File: config.mk
export PLATFORM = sky130hd
export DESIGN_NAME = dse_encoder
export DESIGN_NICKNAME = d
export VERILOG_FILES = /design/src/dse_pkg.sv /design/src/dse_fifo.sv /design/src/dse_offset_mem.sv /design/src/dse_encoder.sv
export SDC_FILE = /design/constraint.sdc
export NUM_CORES = 2
export LEC_CHECK = 0
export BUFFER_PORTS_ARGS = -buffer_cell sky130_fd_sc_hd__buf_2
export CORE_MARGIN = 2
export CORE_UTILIZATION = 63
export DETAILED_ROUTE_END_ITERATION = 8
export PLACE_DENSITY = 0.91
export SLEW_MARGIN = 20
export SYNTH_ARGS = -nofsm -noshare
export SYNTH_HDL_FRONTEND = slang
export SYNTH_HIERARCHICAL = 1
export SYNTH_SLANG_ARGS = --single-unit
File: constraint.sdc
create_clock -name clock_in -period 19.2 [get_ports clock_in]
set_input_delay 3.84 -clock clock_in [delete_from_list [all_inputs] [get_ports clock_in]]
set_output_delay 3.84 -clock clock_in [all_outputs]
set_load 0.03 [all_outputs]
File: src/dse_pkg.sv
// Shared constants and types for the differential symbol encoder.
package dse_pkg;
  // Width of an incoming data word and of an offset table key.
  localparam int DSE_DATA_W = 8;
  // Depth of the offset table, one entry per possible key.
  localparam int DSE_TBL_DEPTH = 256;
  // Depth of the input data FIFO.
  localparam int DSE_FIFO_DEPTH = 16;
  // Pointer into the constellation state map.
  localparam int DSE_PTR_W = 8;
  // Counts of entries or states, 0 to 256.
  localparam int DSE_CNT_W = 9;
  // Largest number of bits that one symbol can take.
  localparam logic [3:0] DSE_MAX_BPS = 4'h8;
  // Number of constellation states of the default four-point map.
  localparam logic [8:0] DSE_DEF_STATES = 9'h004;
  // Constellation state taken at reset and at every restart.
  localparam logic [7:0] DSE_START_STATE = 8'h00;
  // The two coordinate levels of the default map, plus and minus one in Q2.14.
  localparam logic signed [15:0] DSE_LEVEL_POS = 16'sh4000;
  localparam logic signed [15:0] DSE_LEVEL_NEG = 16'shC000;
  // Bit s is set where default state s has a negative I or Q coordinate.
  localparam logic [3:0] DSE_DEF_I_NEG = 4'hA;
  localparam logic [3:0] DSE_DEF_Q_NEG = 4'hC;

  // Sequencer states of the encoder.
  typedef enum logic [1:0] {
    DSE_ST_FETCH = 2'b00,
    DSE_ST_LOOK = 2'b01,
    DSE_ST_MOVE = 2'b10,
    DSE_ST_HOLD = 2'b11
  } dse_state_t;

  // Kind of user-defined modulation that the symbols feed.
  typedef enum logic {
    DSE_MOD_IQ = 1'b0,
    DSE_MOD_FSK = 1'b1
  } dse_mod_t;

  // One write into the offset table.
  typedef struct packed {
    logic [7:0] key;
    logic signed [7:0] offset;
  } dse_tbl_wr_t;

  // One constellation state handed to the mapper.
  typedef struct packed {
    dse_mod_t kind;
    logic [7:0] state;
    logic signed [15:0] i_level;
    logic signed [15:0] q_level;
  } dse_sym_t;
endpackage

File: src/dse_fifo.sv
`timescale 1ns/100ps
// Word FIFO with valid and ready on both sides; DEPTH must be a power of two.
module dse_fifo import dse_pkg::*; #(
  parameter int WIDTH = 8,
  parameter int DEPTH = 16
) (
  input wire logic clock_in,
  input wire logic reset_n_in,
  input wire logic in_valid_in,
  input wire logic [WIDTH-1:0] in_data_in,
  output logic in_ready_out,
  output logic out_valid_out,
  output logic [WIDTH-1:0] out_data_out,
  input wire logic out_ready_in
);
  localparam int AW = $clog2(DEPTH);
  // Storage words, not reset.
  logic [WIDTH-1:0] mem [DEPTH];
  logic [AW-1:0] wr_ptr;
  logic [AW-1:0] rd_ptr;
  logic [AW:0] count;
  wire push = in_valid_in && in_ready_out;
  wire pop = out_valid_out && out_ready_in;
  wire [AW:0] next_count = count + {{AW{1'b0}}, push} - {{AW{1'b0}}, pop};

  assign out_valid_out = (count != '0);
  assign out_data_out = mem[rd_ptr];

  // Pointers, fill count and a registered ready that drops when full.
  always_ff @(posedge clock_in or negedge reset_n_in) begin
    if (!reset_n_in) begin
      wr_ptr <= '0;
      rd_ptr <= '0;
      count <= '0;
      in_ready_out <= 1'b1;
    end else begin
      count <= next_count;
      in_ready_out <= (next_count != (AW+1)'(DEPTH));
      if (push) begin
        wr_ptr <= wr_ptr + 1'b1;
      end
      if (pop) begin
        rd_ptr <= rd_ptr + 1'b1;
      end
    end
  end

  // Word storage is written on every accepted push.
  always_ff @(posedge clock_in) begin
    if (push) begin
      mem[wr_ptr] <= in_data_in;
    end
  end
endmodule

File: src/dse_offset_mem.sv
`timescale 1ns/100ps
// Offset table: one signed offset per key, read data from a register.
module dse_offset_mem import dse_pkg::*; #(
  parameter int DEPTH = 256,
  parameter int WIDTH = 8
) (
  input wire logic clock_in,
  input wire logic wr_en_in,
  input wire logic [$clog2(DEPTH)-1:0] wr_addr_in,
  input wire logic [WIDTH-1:0] wr_data_in,
  input wire logic rd_en_in,
  input wire logic [$clog2(DEPTH)-1:0] rd_addr_in,
  output logic [WIDTH-1:0] rd_data_out
);
  // Table storage, contents undefined until written.
  logic [WIDTH-1:0] mem [DEPTH];

  // Write port and registered read port.
  always_ff @(posedge clock_in) begin
    if (wr_en_in) begin
      mem[wr_addr_in] <= wr_data_in;
    end
    if (rd_en_in) begin
      rd_data_out <= mem[rd_addr_in];
    end
  end
endmodule

File: src/dse_encoder.sv
`timescale 1ns/100ps
// Function
// - Symbol value carried by state change only.
// - Works for I/Q and FSK, table-driven.
// - Look up offset, move pointer by it.
// - Positive offset forward, negative offset backward.
// - Zero offset repeats the current state.
// - Output state depends on starting pointer.
// - Bits per symbol is ceil log2 entries.
// - Two entries: one bit, key LSB.
// - Four entries: two bits, keys 0-3.
// - Same symbol value, same relative move.
// - Pointer starts at first state, value 00.
// - Default map uses levels plus/minus one.
// - Encoding off maps symbols directly.
// - Table purged unless modulation saved.
module dse_encoder import dse_pkg::*; (
  input wire logic clock_in,
  input wire logic reset_n_in,
  input wire logic data_valid_in,
  input wire logic [DSE_DATA_W-1:0] data_in,
  output logic data_ready_out,
  input wire logic tbl_wr_valid_in,
  input wire dse_tbl_wr_t tbl_wr_in,
  input wire logic save_in,
  input wire logic discard_in,
  input wire logic diff_enable_in,
  input wire dse_mod_t mod_kind_in,
  input wire logic [DSE_CNT_W-1:0] num_states_in,
  input wire logic start_in,
  input wire logic sym_ready_in,
  output logic sym_valid_out,
  output dse_sym_t sym_out,
  output logic [DSE_CNT_W-1:0] entries_out,
  output logic [3:0] bits_per_symbol_out,
  output logic unsaved_out
);
  // Sequencer state.
  dse_state_t st;
  // Current position in the constellation state map.
  logic [DSE_PTR_W-1:0] ptr;
  // Left-aligned unused data bits and how many of them are valid.
  logic [15:0] sr;
  logic [4:0] have;
  // Symbol being encoded and its offset reduced modulo the state count.
  logic [7:0] sym;
  logic signed [9:0] offm;
  // Whether the offset path is used for the current symbol.
  logic diff_on;
  // FIFO read side.
  logic fifo_valid;
  logic [DSE_DATA_W-1:0] fifo_data;
  // Offset table read data.
  logic [7:0] rd_offset;

  // Ceiling of log2 of n, at least one, at most nine.
  function automatic logic [3:0] dse_ceil_log2(input logic [DSE_CNT_W-1:0] n);
    logic [3:0] r;
    r = 4'h1;
    // Each power of two that stays below n needs one more bit.
    for (int i = 1; i < 9; i++) begin
      if ((9'h001 << i) < n) begin
        r = 4'(i + 1);
      end
    end
    return r;
  endfunction

  // State count, never below one so the modulo stays defined.
  wire [DSE_CNT_W-1:0] n_eff = (num_states_in == '0) ? 9'h001 : num_states_in;
  wire signed [9:0] n_s = $signed({1'b0, n_eff});
  // Differential path needs a table of at least two entries.
  wire next_diff_on = diff_enable_in && (entries_out >= 9'h002);
  // Table width sets symbol width when encoding, state count otherwise.
  wire [3:0] next_bps = next_diff_on ? dse_ceil_log2(entries_out) : dse_ceil_log2(n_eff);
  // A symbol is ready once enough buffered bits are held.
  wire have_sym = ({1'b0, have} >= {2'b00, bits_per_symbol_out});
  wire fetch_sym = (st == DSE_ST_FETCH) && have_sym && !start_in;
  // Otherwise the buffer asks the FIFO for one more word.
  wire fetch_word = (st == DSE_ST_FETCH) && !have_sym && !start_in;
  // Take the top bits of the buffer; keys above the width read as zero.
  wire [7:0] next_sym = sr[15:8] >> (DSE_MAX_BPS - bits_per_symbol_out);
  // A new word lands just below the bits that are still held.
  wire [15:0] sr_fill = sr | ({fifo_data, 8'h00} >> have);
  // Pointer plus reduced offset, then folded back into the map.
  wire signed [9:0] sum = $signed({2'b00, ptr}) + offm;
  wire signed [9:0] wrapped = (sum < 10'sd0) ? sum + n_s : ((sum >= n_s) ? sum - n_s : sum);
  // Without encoding the symbol value picks the state itself.
  wire [8:0] direct = {1'b0, sym} % n_eff;
  // Encoding on moves the pointer; encoding off jumps to the symbol.
  wire [7:0] next_ptr = diff_on ? wrapped[7:0] : direct[7:0];
  // The low two state bits choose a point of the default map.
  wire [1:0] q_idx = next_ptr[1:0];
  // Coordinates of the default four-point map.
  wire signed [15:0] next_i = DSE_DEF_I_NEG[q_idx] ? DSE_LEVEL_NEG : DSE_LEVEL_POS;
  wire signed [15:0] next_q = DSE_DEF_Q_NEG[q_idx] ? DSE_LEVEL_NEG : DSE_LEVEL_POS;
  // Entry count grows to cover the highest key written.
  wire [DSE_CNT_W-1:0] key_top = {1'b0, tbl_wr_in.key} + 9'h001;

  // Input data FIFO, drained only when the bit buffer runs short.
  dse_fifo #(
    .WIDTH(DSE_DATA_W),
    .DEPTH(DSE_FIFO_DEPTH)
  ) u_fifo (
    .clock_in(clock_in),
    .reset_n_in(reset_n_in),
    .in_valid_in(data_valid_in),
    .in_data_in(data_in),
    .in_ready_out(data_ready_out),
    .out_valid_out(fifo_valid),
    .out_data_out(fifo_data),
    .out_ready_in(fetch_word)
  );

  // Offset table, written from the edit port and read once per symbol.
  dse_offset_mem #(
    .DEPTH(DSE_TBL_DEPTH),
    .WIDTH(8)
  ) u_table (
    .clock_in(clock_in),
    .wr_en_in(tbl_wr_valid_in),
    .wr_addr_in(tbl_wr_in.key),
    .wr_data_in(tbl_wr_in.offset),
    .rd_en_in(fetch_sym),
    .rd_addr_in(next_sym),
    .rd_data_out(rd_offset)
  );

  // Table bookkeeping: size and unsaved flag; a write wins over a purge.
  always_ff @(posedge clock_in or negedge reset_n_in) begin
    if (!reset_n_in) begin
      // Reset forgets the table size and the edit flag.
      entries_out <= '0;
      unsaved_out <= 1'b0;
      bits_per_symbol_out <= 4'h1;
    end else begin
      // Symbol width follows the latest table size, state count and mode.
      bits_per_symbol_out <= next_bps;
      if (tbl_wr_valid_in) begin
        // A write marks the table edited; the highest key sets its size.
        unsaved_out <= 1'b1;
        if (key_top > entries_out) begin
          entries_out <= key_top;
        end
      end else if (discard_in && unsaved_out) begin
        // Leaving an edited table without saving throws it away.
        entries_out <= '0;
        unsaved_out <= 1'b0;
      end else if (save_in) begin
        // Saving keeps the table and clears the edit flag.
        unsaved_out <= 1'b0;
      end
    end
  end

  // Bit buffer: consumes a symbol or appends a word from the FIFO.
  always_ff @(posedge clock_in or negedge reset_n_in) begin
    if (!reset_n_in) begin
      // Reset leaves the buffer empty.
      sr <= 16'h0000;
      have <= 5'h00;
      sym <= 8'h00;
    end else if (start_in) begin
      // A restart drops leftover bits; the FIFO keeps its words.
      sr <= 16'h0000;
      have <= 5'h00;
    end else if (fetch_sym) begin
      // One symbol leaves from the top of the buffer.
      sym <= next_sym;
      sr <= sr << bits_per_symbol_out;
      have <= have - {1'b0, bits_per_symbol_out};
    end else if (fetch_word && fifo_valid) begin
      // One FIFO word joins the bits still held.
      sr <= sr_fill;
      have <= have + 5'h08;
    end
  end

  // Sequencer: fetch, look up, move, hold for the mapper.
  always_ff @(posedge clock_in or negedge reset_n_in) begin
    if (!reset_n_in) begin
      // Reset parks the sequencer at the first state with nothing shown.
      st <= DSE_ST_FETCH;
      ptr <= DSE_START_STATE;
      offm <= 10'sd0;
      diff_on <= 1'b0;
      sym_valid_out <= 1'b0;
      sym_out <= '0;
    end else if (start_in) begin
      // A restart withdraws any shown state and returns to the first one.
      st <= DSE_ST_FETCH;
      ptr <= DSE_START_STATE;
      sym_valid_out <= 1'b0;
    end else begin
      case (st)
        DSE_ST_FETCH: begin
          // The table read is launched in this cycle.
          if (fetch_sym) begin
            diff_on <= next_diff_on;
            st <= DSE_ST_LOOK;
          end
        end
        DSE_ST_LOOK: begin
          // Every occurrence of a key fetches the same stored offset.
          offm <= 10'($signed(rd_offset) % n_s);
          st <= DSE_ST_MOVE;
        end
        DSE_ST_MOVE: begin
          // Zero offset leaves the pointer where it was.
          ptr <= next_ptr;
          sym_out.kind <= mod_kind_in;
          sym_out.state <= next_ptr;
          sym_out.i_level <= next_i;
          sym_out.q_level <= next_q;
          sym_valid_out <= 1'b1;
          st <= DSE_ST_HOLD;
        end
        DSE_ST_HOLD: begin
          // State stands until the mapper takes it.
          if (sym_ready_in) begin
            sym_valid_out <= 1'b0;
            st <= DSE_ST_FETCH;
          end
        end
        default: begin
          // An unused code falls back to fetching.
          st <= DSE_ST_FETCH;
        end
      endcase
    end
  end
endmodule

==> impl_results.md <==
- Run status: finished with violations
- Failing checks: design-rule violations, max-capacitance violations, max-slew violations
- Synth Warn #: 6
- WL/cell: 38.1 um
- Core area: 0.154 mm2
- Clock power frac: 25.3%
- R2R setup slack: 2.30 ns
- Via count: 61057
- Worst Tran Pin Value: 1.71 ns
- XOR/XNOR Fraction of Synth Area: 0.603%
- Ports: 100
- M1 GR Usage: 45.5%
- Rel. slew slack: -15.1%
- Initial Utilization: 63.3%
- Int Pwr: 10.3 mW
- Logic pwr share: 39.6%
- Sw Pwr: 6.01 mW
- Critical Path AT: 19.51 ns
- Max_cap viols: 1
- Max incr delay on CP: 0.56 ns
- Die area: 0.158 mm2
- Largest family of logic cells by synthesized area: multiplexers
- Worst Setup End Kind: flop
- Switching part of the total: 36.8%
- DR pass1 iterations: 9
- R2R Path Start: u_table/rd_data_out[7]
- Area delta synth->final: 8.82%
- Gr usage total: 38.1%
- VDD IR-drop max: 0.165 mV
- Final WL: 300000 um
- Pin count of the biggest net entering global routing: 159
- Die W: 397 um
- Layout fillers: 8481
- Post-route core utilization: 68.9%
- RSZ-0062 raised after global routing: no
- Syn avg cell area: 17.4 um2
- Share of power burned in registers: 35.0%
- Finished Cell Area: 0.106 mm2
- Total power: 16.3 mW
- Post-route DRC: 1
- CTS tree: yes
- Sequential area share after synthesis: 69.6%
- Clk sinks: 2273
- Routing usage on met2: 59.0%
- Setup WS pre-CTS: -0.584 ns
- Synth Area in Simple Gates: 5.17%
- Final Max Slew Viols: 2
- Netlist cell types: 101
- Post-CTS setup buffers: 0
- Synthesized-area fraction occupied by adder cells: 2.12%
- DP Area: 0.0992 mm2
- Synthesized instance count: 5608
- Multiplexer share of the synthesized area: 13.7%
- First-pass GRT wire length: 427000 um
- Most used routing layer: met2
- Longest Clk Path Bufs: 3
- Leakage: 33.6 nW
- Multi-input gate area: 0.0275 mm2
- Worst hold path type: flop to flop
- Min-delay src: sym_out[40]
- Setup violations, final: 0
- Cell mode on critical path: ha_1
- Synth Area in Compound Gates: 6.28%
- CP max stage cell: or4_1
- Cells on worst reg2reg path: 55
- Global-route track usage on met3: 12.4%
- FF/Latch Area: 0.0678 mm2
- Hold depth: 2
- Post-Syn Area: 0.0974 mm2
- Worst-path clk slew: 0.06 ns
- Vias/cell: 7.75
- EDFF count, synth: 2184
- CP Data Required Time: 19.96 ns
- H-tree levels: 4
- Fin cells: 7878
- Fmax achieved: 53.3 MHz
- Post-DP HPWL: 160000 um
- Clk root buf: clkbuf_16
- Die Ht: 397 um
- Grt total ovfl: 0
- Clk_skew: 0.0625 ns
- Layout cells sized above 1: 18.1%
- Setup WS post-layout: 0.451 ns
- Top_reg_cell synth: edfxtp_1
- CP startpoint kind: input pin
- Hold Slack: 0.473 ns
- CTS buffer count: 207
- Clock Latency Late Sink: 0.90 ns
- Critical path peak fanout: 12
- FF-to-FF End: offm[8]
- Antenna violations before repair: 24
- Detail Route Antenna Nets: 0
- Number of global-route vias before repair: 59339
- Share of synthesized registers carrying an async set or reset: 3.92%
- Yosys reg bits: 2273
- Hold Path End: sym_out[40]
- Rows: 144
- Total negative slack: 0 ns
- Placed cell count: 7490
- Min Tclk post-route: 18.75 ns
- Final period utilization: 97.7%
- Routability congestion estimate from global placement: 0.937
- PwrDens: 154 mW/mm2
- Detailed Route Iter0 Violations: 11884
- Final Hold Fails: 0
- CP Class: input pin to flop
- Buffers on Ports: 71
- Post-layout net count: 5863
## registers in the layout, indices dropped and copies added (netlist names), 5 cells and up
name	flops
u_table/mem	2048
u_fifo/mem	128
sr	16
offm	10
sym_out	10
entries_out	9
ptr	8
sym	8
u_table/rd_data_out	8
have	5
u_fifo/count	5
## power groups by stage
stage | logic, mW | clock network (mW) | registers (mW)
after floorplan | 4.53 | 0 | 5.78
after global placement | 5.67 | 0 | 5.80
after detailed placement | 5.91 | 0 | 5.81
after CTS | 6.17 | 4.13 | 5.71
after global routing | 6.65 | 4.28 | 5.73
final | 6.47 | 4.13 | 5.72
## cell families after synthesis
logic type | count (synthesis)
flip-flops | 2273
multiplexers | 714
other | 1
AO/OA/AOI/OAI | 891
AND/OR/NAND/NOR | 1065
buffers and inverters | 436
XOR/XNOR | 67
adder cells (fa/ha/maj) | 161
## critical path: cells and delay by family
| family | cells | cell delay [ns] |
|---|---|---|
| adder cells (fa/ha/maj) | 8 | 2.66 |
| buffers and inverters | 4 | 0.60 |
| multiplexers | 3 | 1.23 |
| AND/OR/NAND/NOR | 14 | 3.17 |
| AO/OA/AOI/OAI | 28 | 7.95 |
## timing repair
action | CTS | global route
hold buffers | 0 | 0
gates resized for setup | 0 | 11
endpoints found under the setup margin | 0 | 18
## worst max path at each step
stage	from	to	slack [ns]	depth (start not counted)
finish	num_states_in[8]	offm[8]	0.45	57
global route	num_states_in[8]	offm[8]	0.06	57
CTS	num_states_in[1]	offm[8]	0.01	56
detailed placement	num_states_in[1]	offm[9]	-0.58	56
global placement	num_states_in[1]	offm[9]	0.02	56
floorplan	num_states_in[3]	offm[9]	1.24	56
## cell type report
class / count / share of cell area, %
multi-input combinational: 2929 / 26.0
clock inverter: 124 / 1.11
inverter: 97 / 0.344
sequential: 2273 / 64.0
antenna: 11 / 0.0260
clock buffer: 249 / 5.07
timing repair buffer: 151 / 1.09
tap: 2044 / 2.41
## synthesized netlist by cell type, drive strengths merged, types with 10 or more instances
master | number | area share [%]
nand3b | 10 | 0.077
o22ai | 35 | 0.22
a21o | 21 | 0.16
a22o | 10 | 0.090
o221ai | 49 | 0.45
xnor2 | 41 | 0.37
a31oi | 20 | 0.13
ha | 154 | 2.0
or2 | 12 | 0.080
o21bai | 13 | 0.10
nor3 | 108 | 0.56
nand3 | 71 | 0.36
mux2 | 45 | 0.52
nor2 | 418 | 1.6
nand4 | 24 | 0.15
or3 | 19 | 0.12
a211oi | 45 | 0.35
a22oi | 155 | 1.2
a221oi | 15 | 0.14
o21a | 51 | 0.39
mux4 | 492 | 11
o211ai | 30 | 0.23
o21ai | 108 | 0.57
dfrtp | 87 | 2.2
o31ai | 15 | 0.12
buf | 171 | 1.4
nor4 | 34 | 0.24
mux2i | 177 | 1.8
inv | 95 | 0.37
nand2 | 192 | 0.74
and3 | 14 | 0.095
xor2 | 26 | 0.23
nand2b | 31 | 0.20
nor2b | 59 | 0.38
clkbuf | 167 | 0.65
and2 | 43 | 0.28
a21oi | 214 | 1.1
a311oi | 11 | 0.099
edfxtp | 2184 | 67
## placed cells by master, fill, tap and decap left out, drive strengths merged, types with 51 or more instances in the layout
| cell | instances |
|---|---|
| a21oi | 214 |
| a22oi | 155 |
| buf | 142 |
| clkbuf | 258 |
| clkinv | 94 |
| dfrtp | 87 |
| edfxtp | 2184 |
| ha | 154 |
| inv | 103 |
| mux2i | 177 |
| mux4 | 492 |
| nand2 | 192 |
| nand3 | 71 |
| nor2 | 418 |
| nor2b | 59 |
| nor3 | 108 |
| o21a | 51 |
| o21ai | 108 |
## routing by layer
| layer | vias up | wire length (um) |
|---|---|---|
| met5 | - | 205 |
| met2 | 6708 | 139000 |
| met1 | 29767 | 88700 |
| li1 | 22738 | - |
| met3 | 1814 | 44100 |
| met4 | 30 | 28300 |
Note: power is estimated with default switching activity, not from simulation.
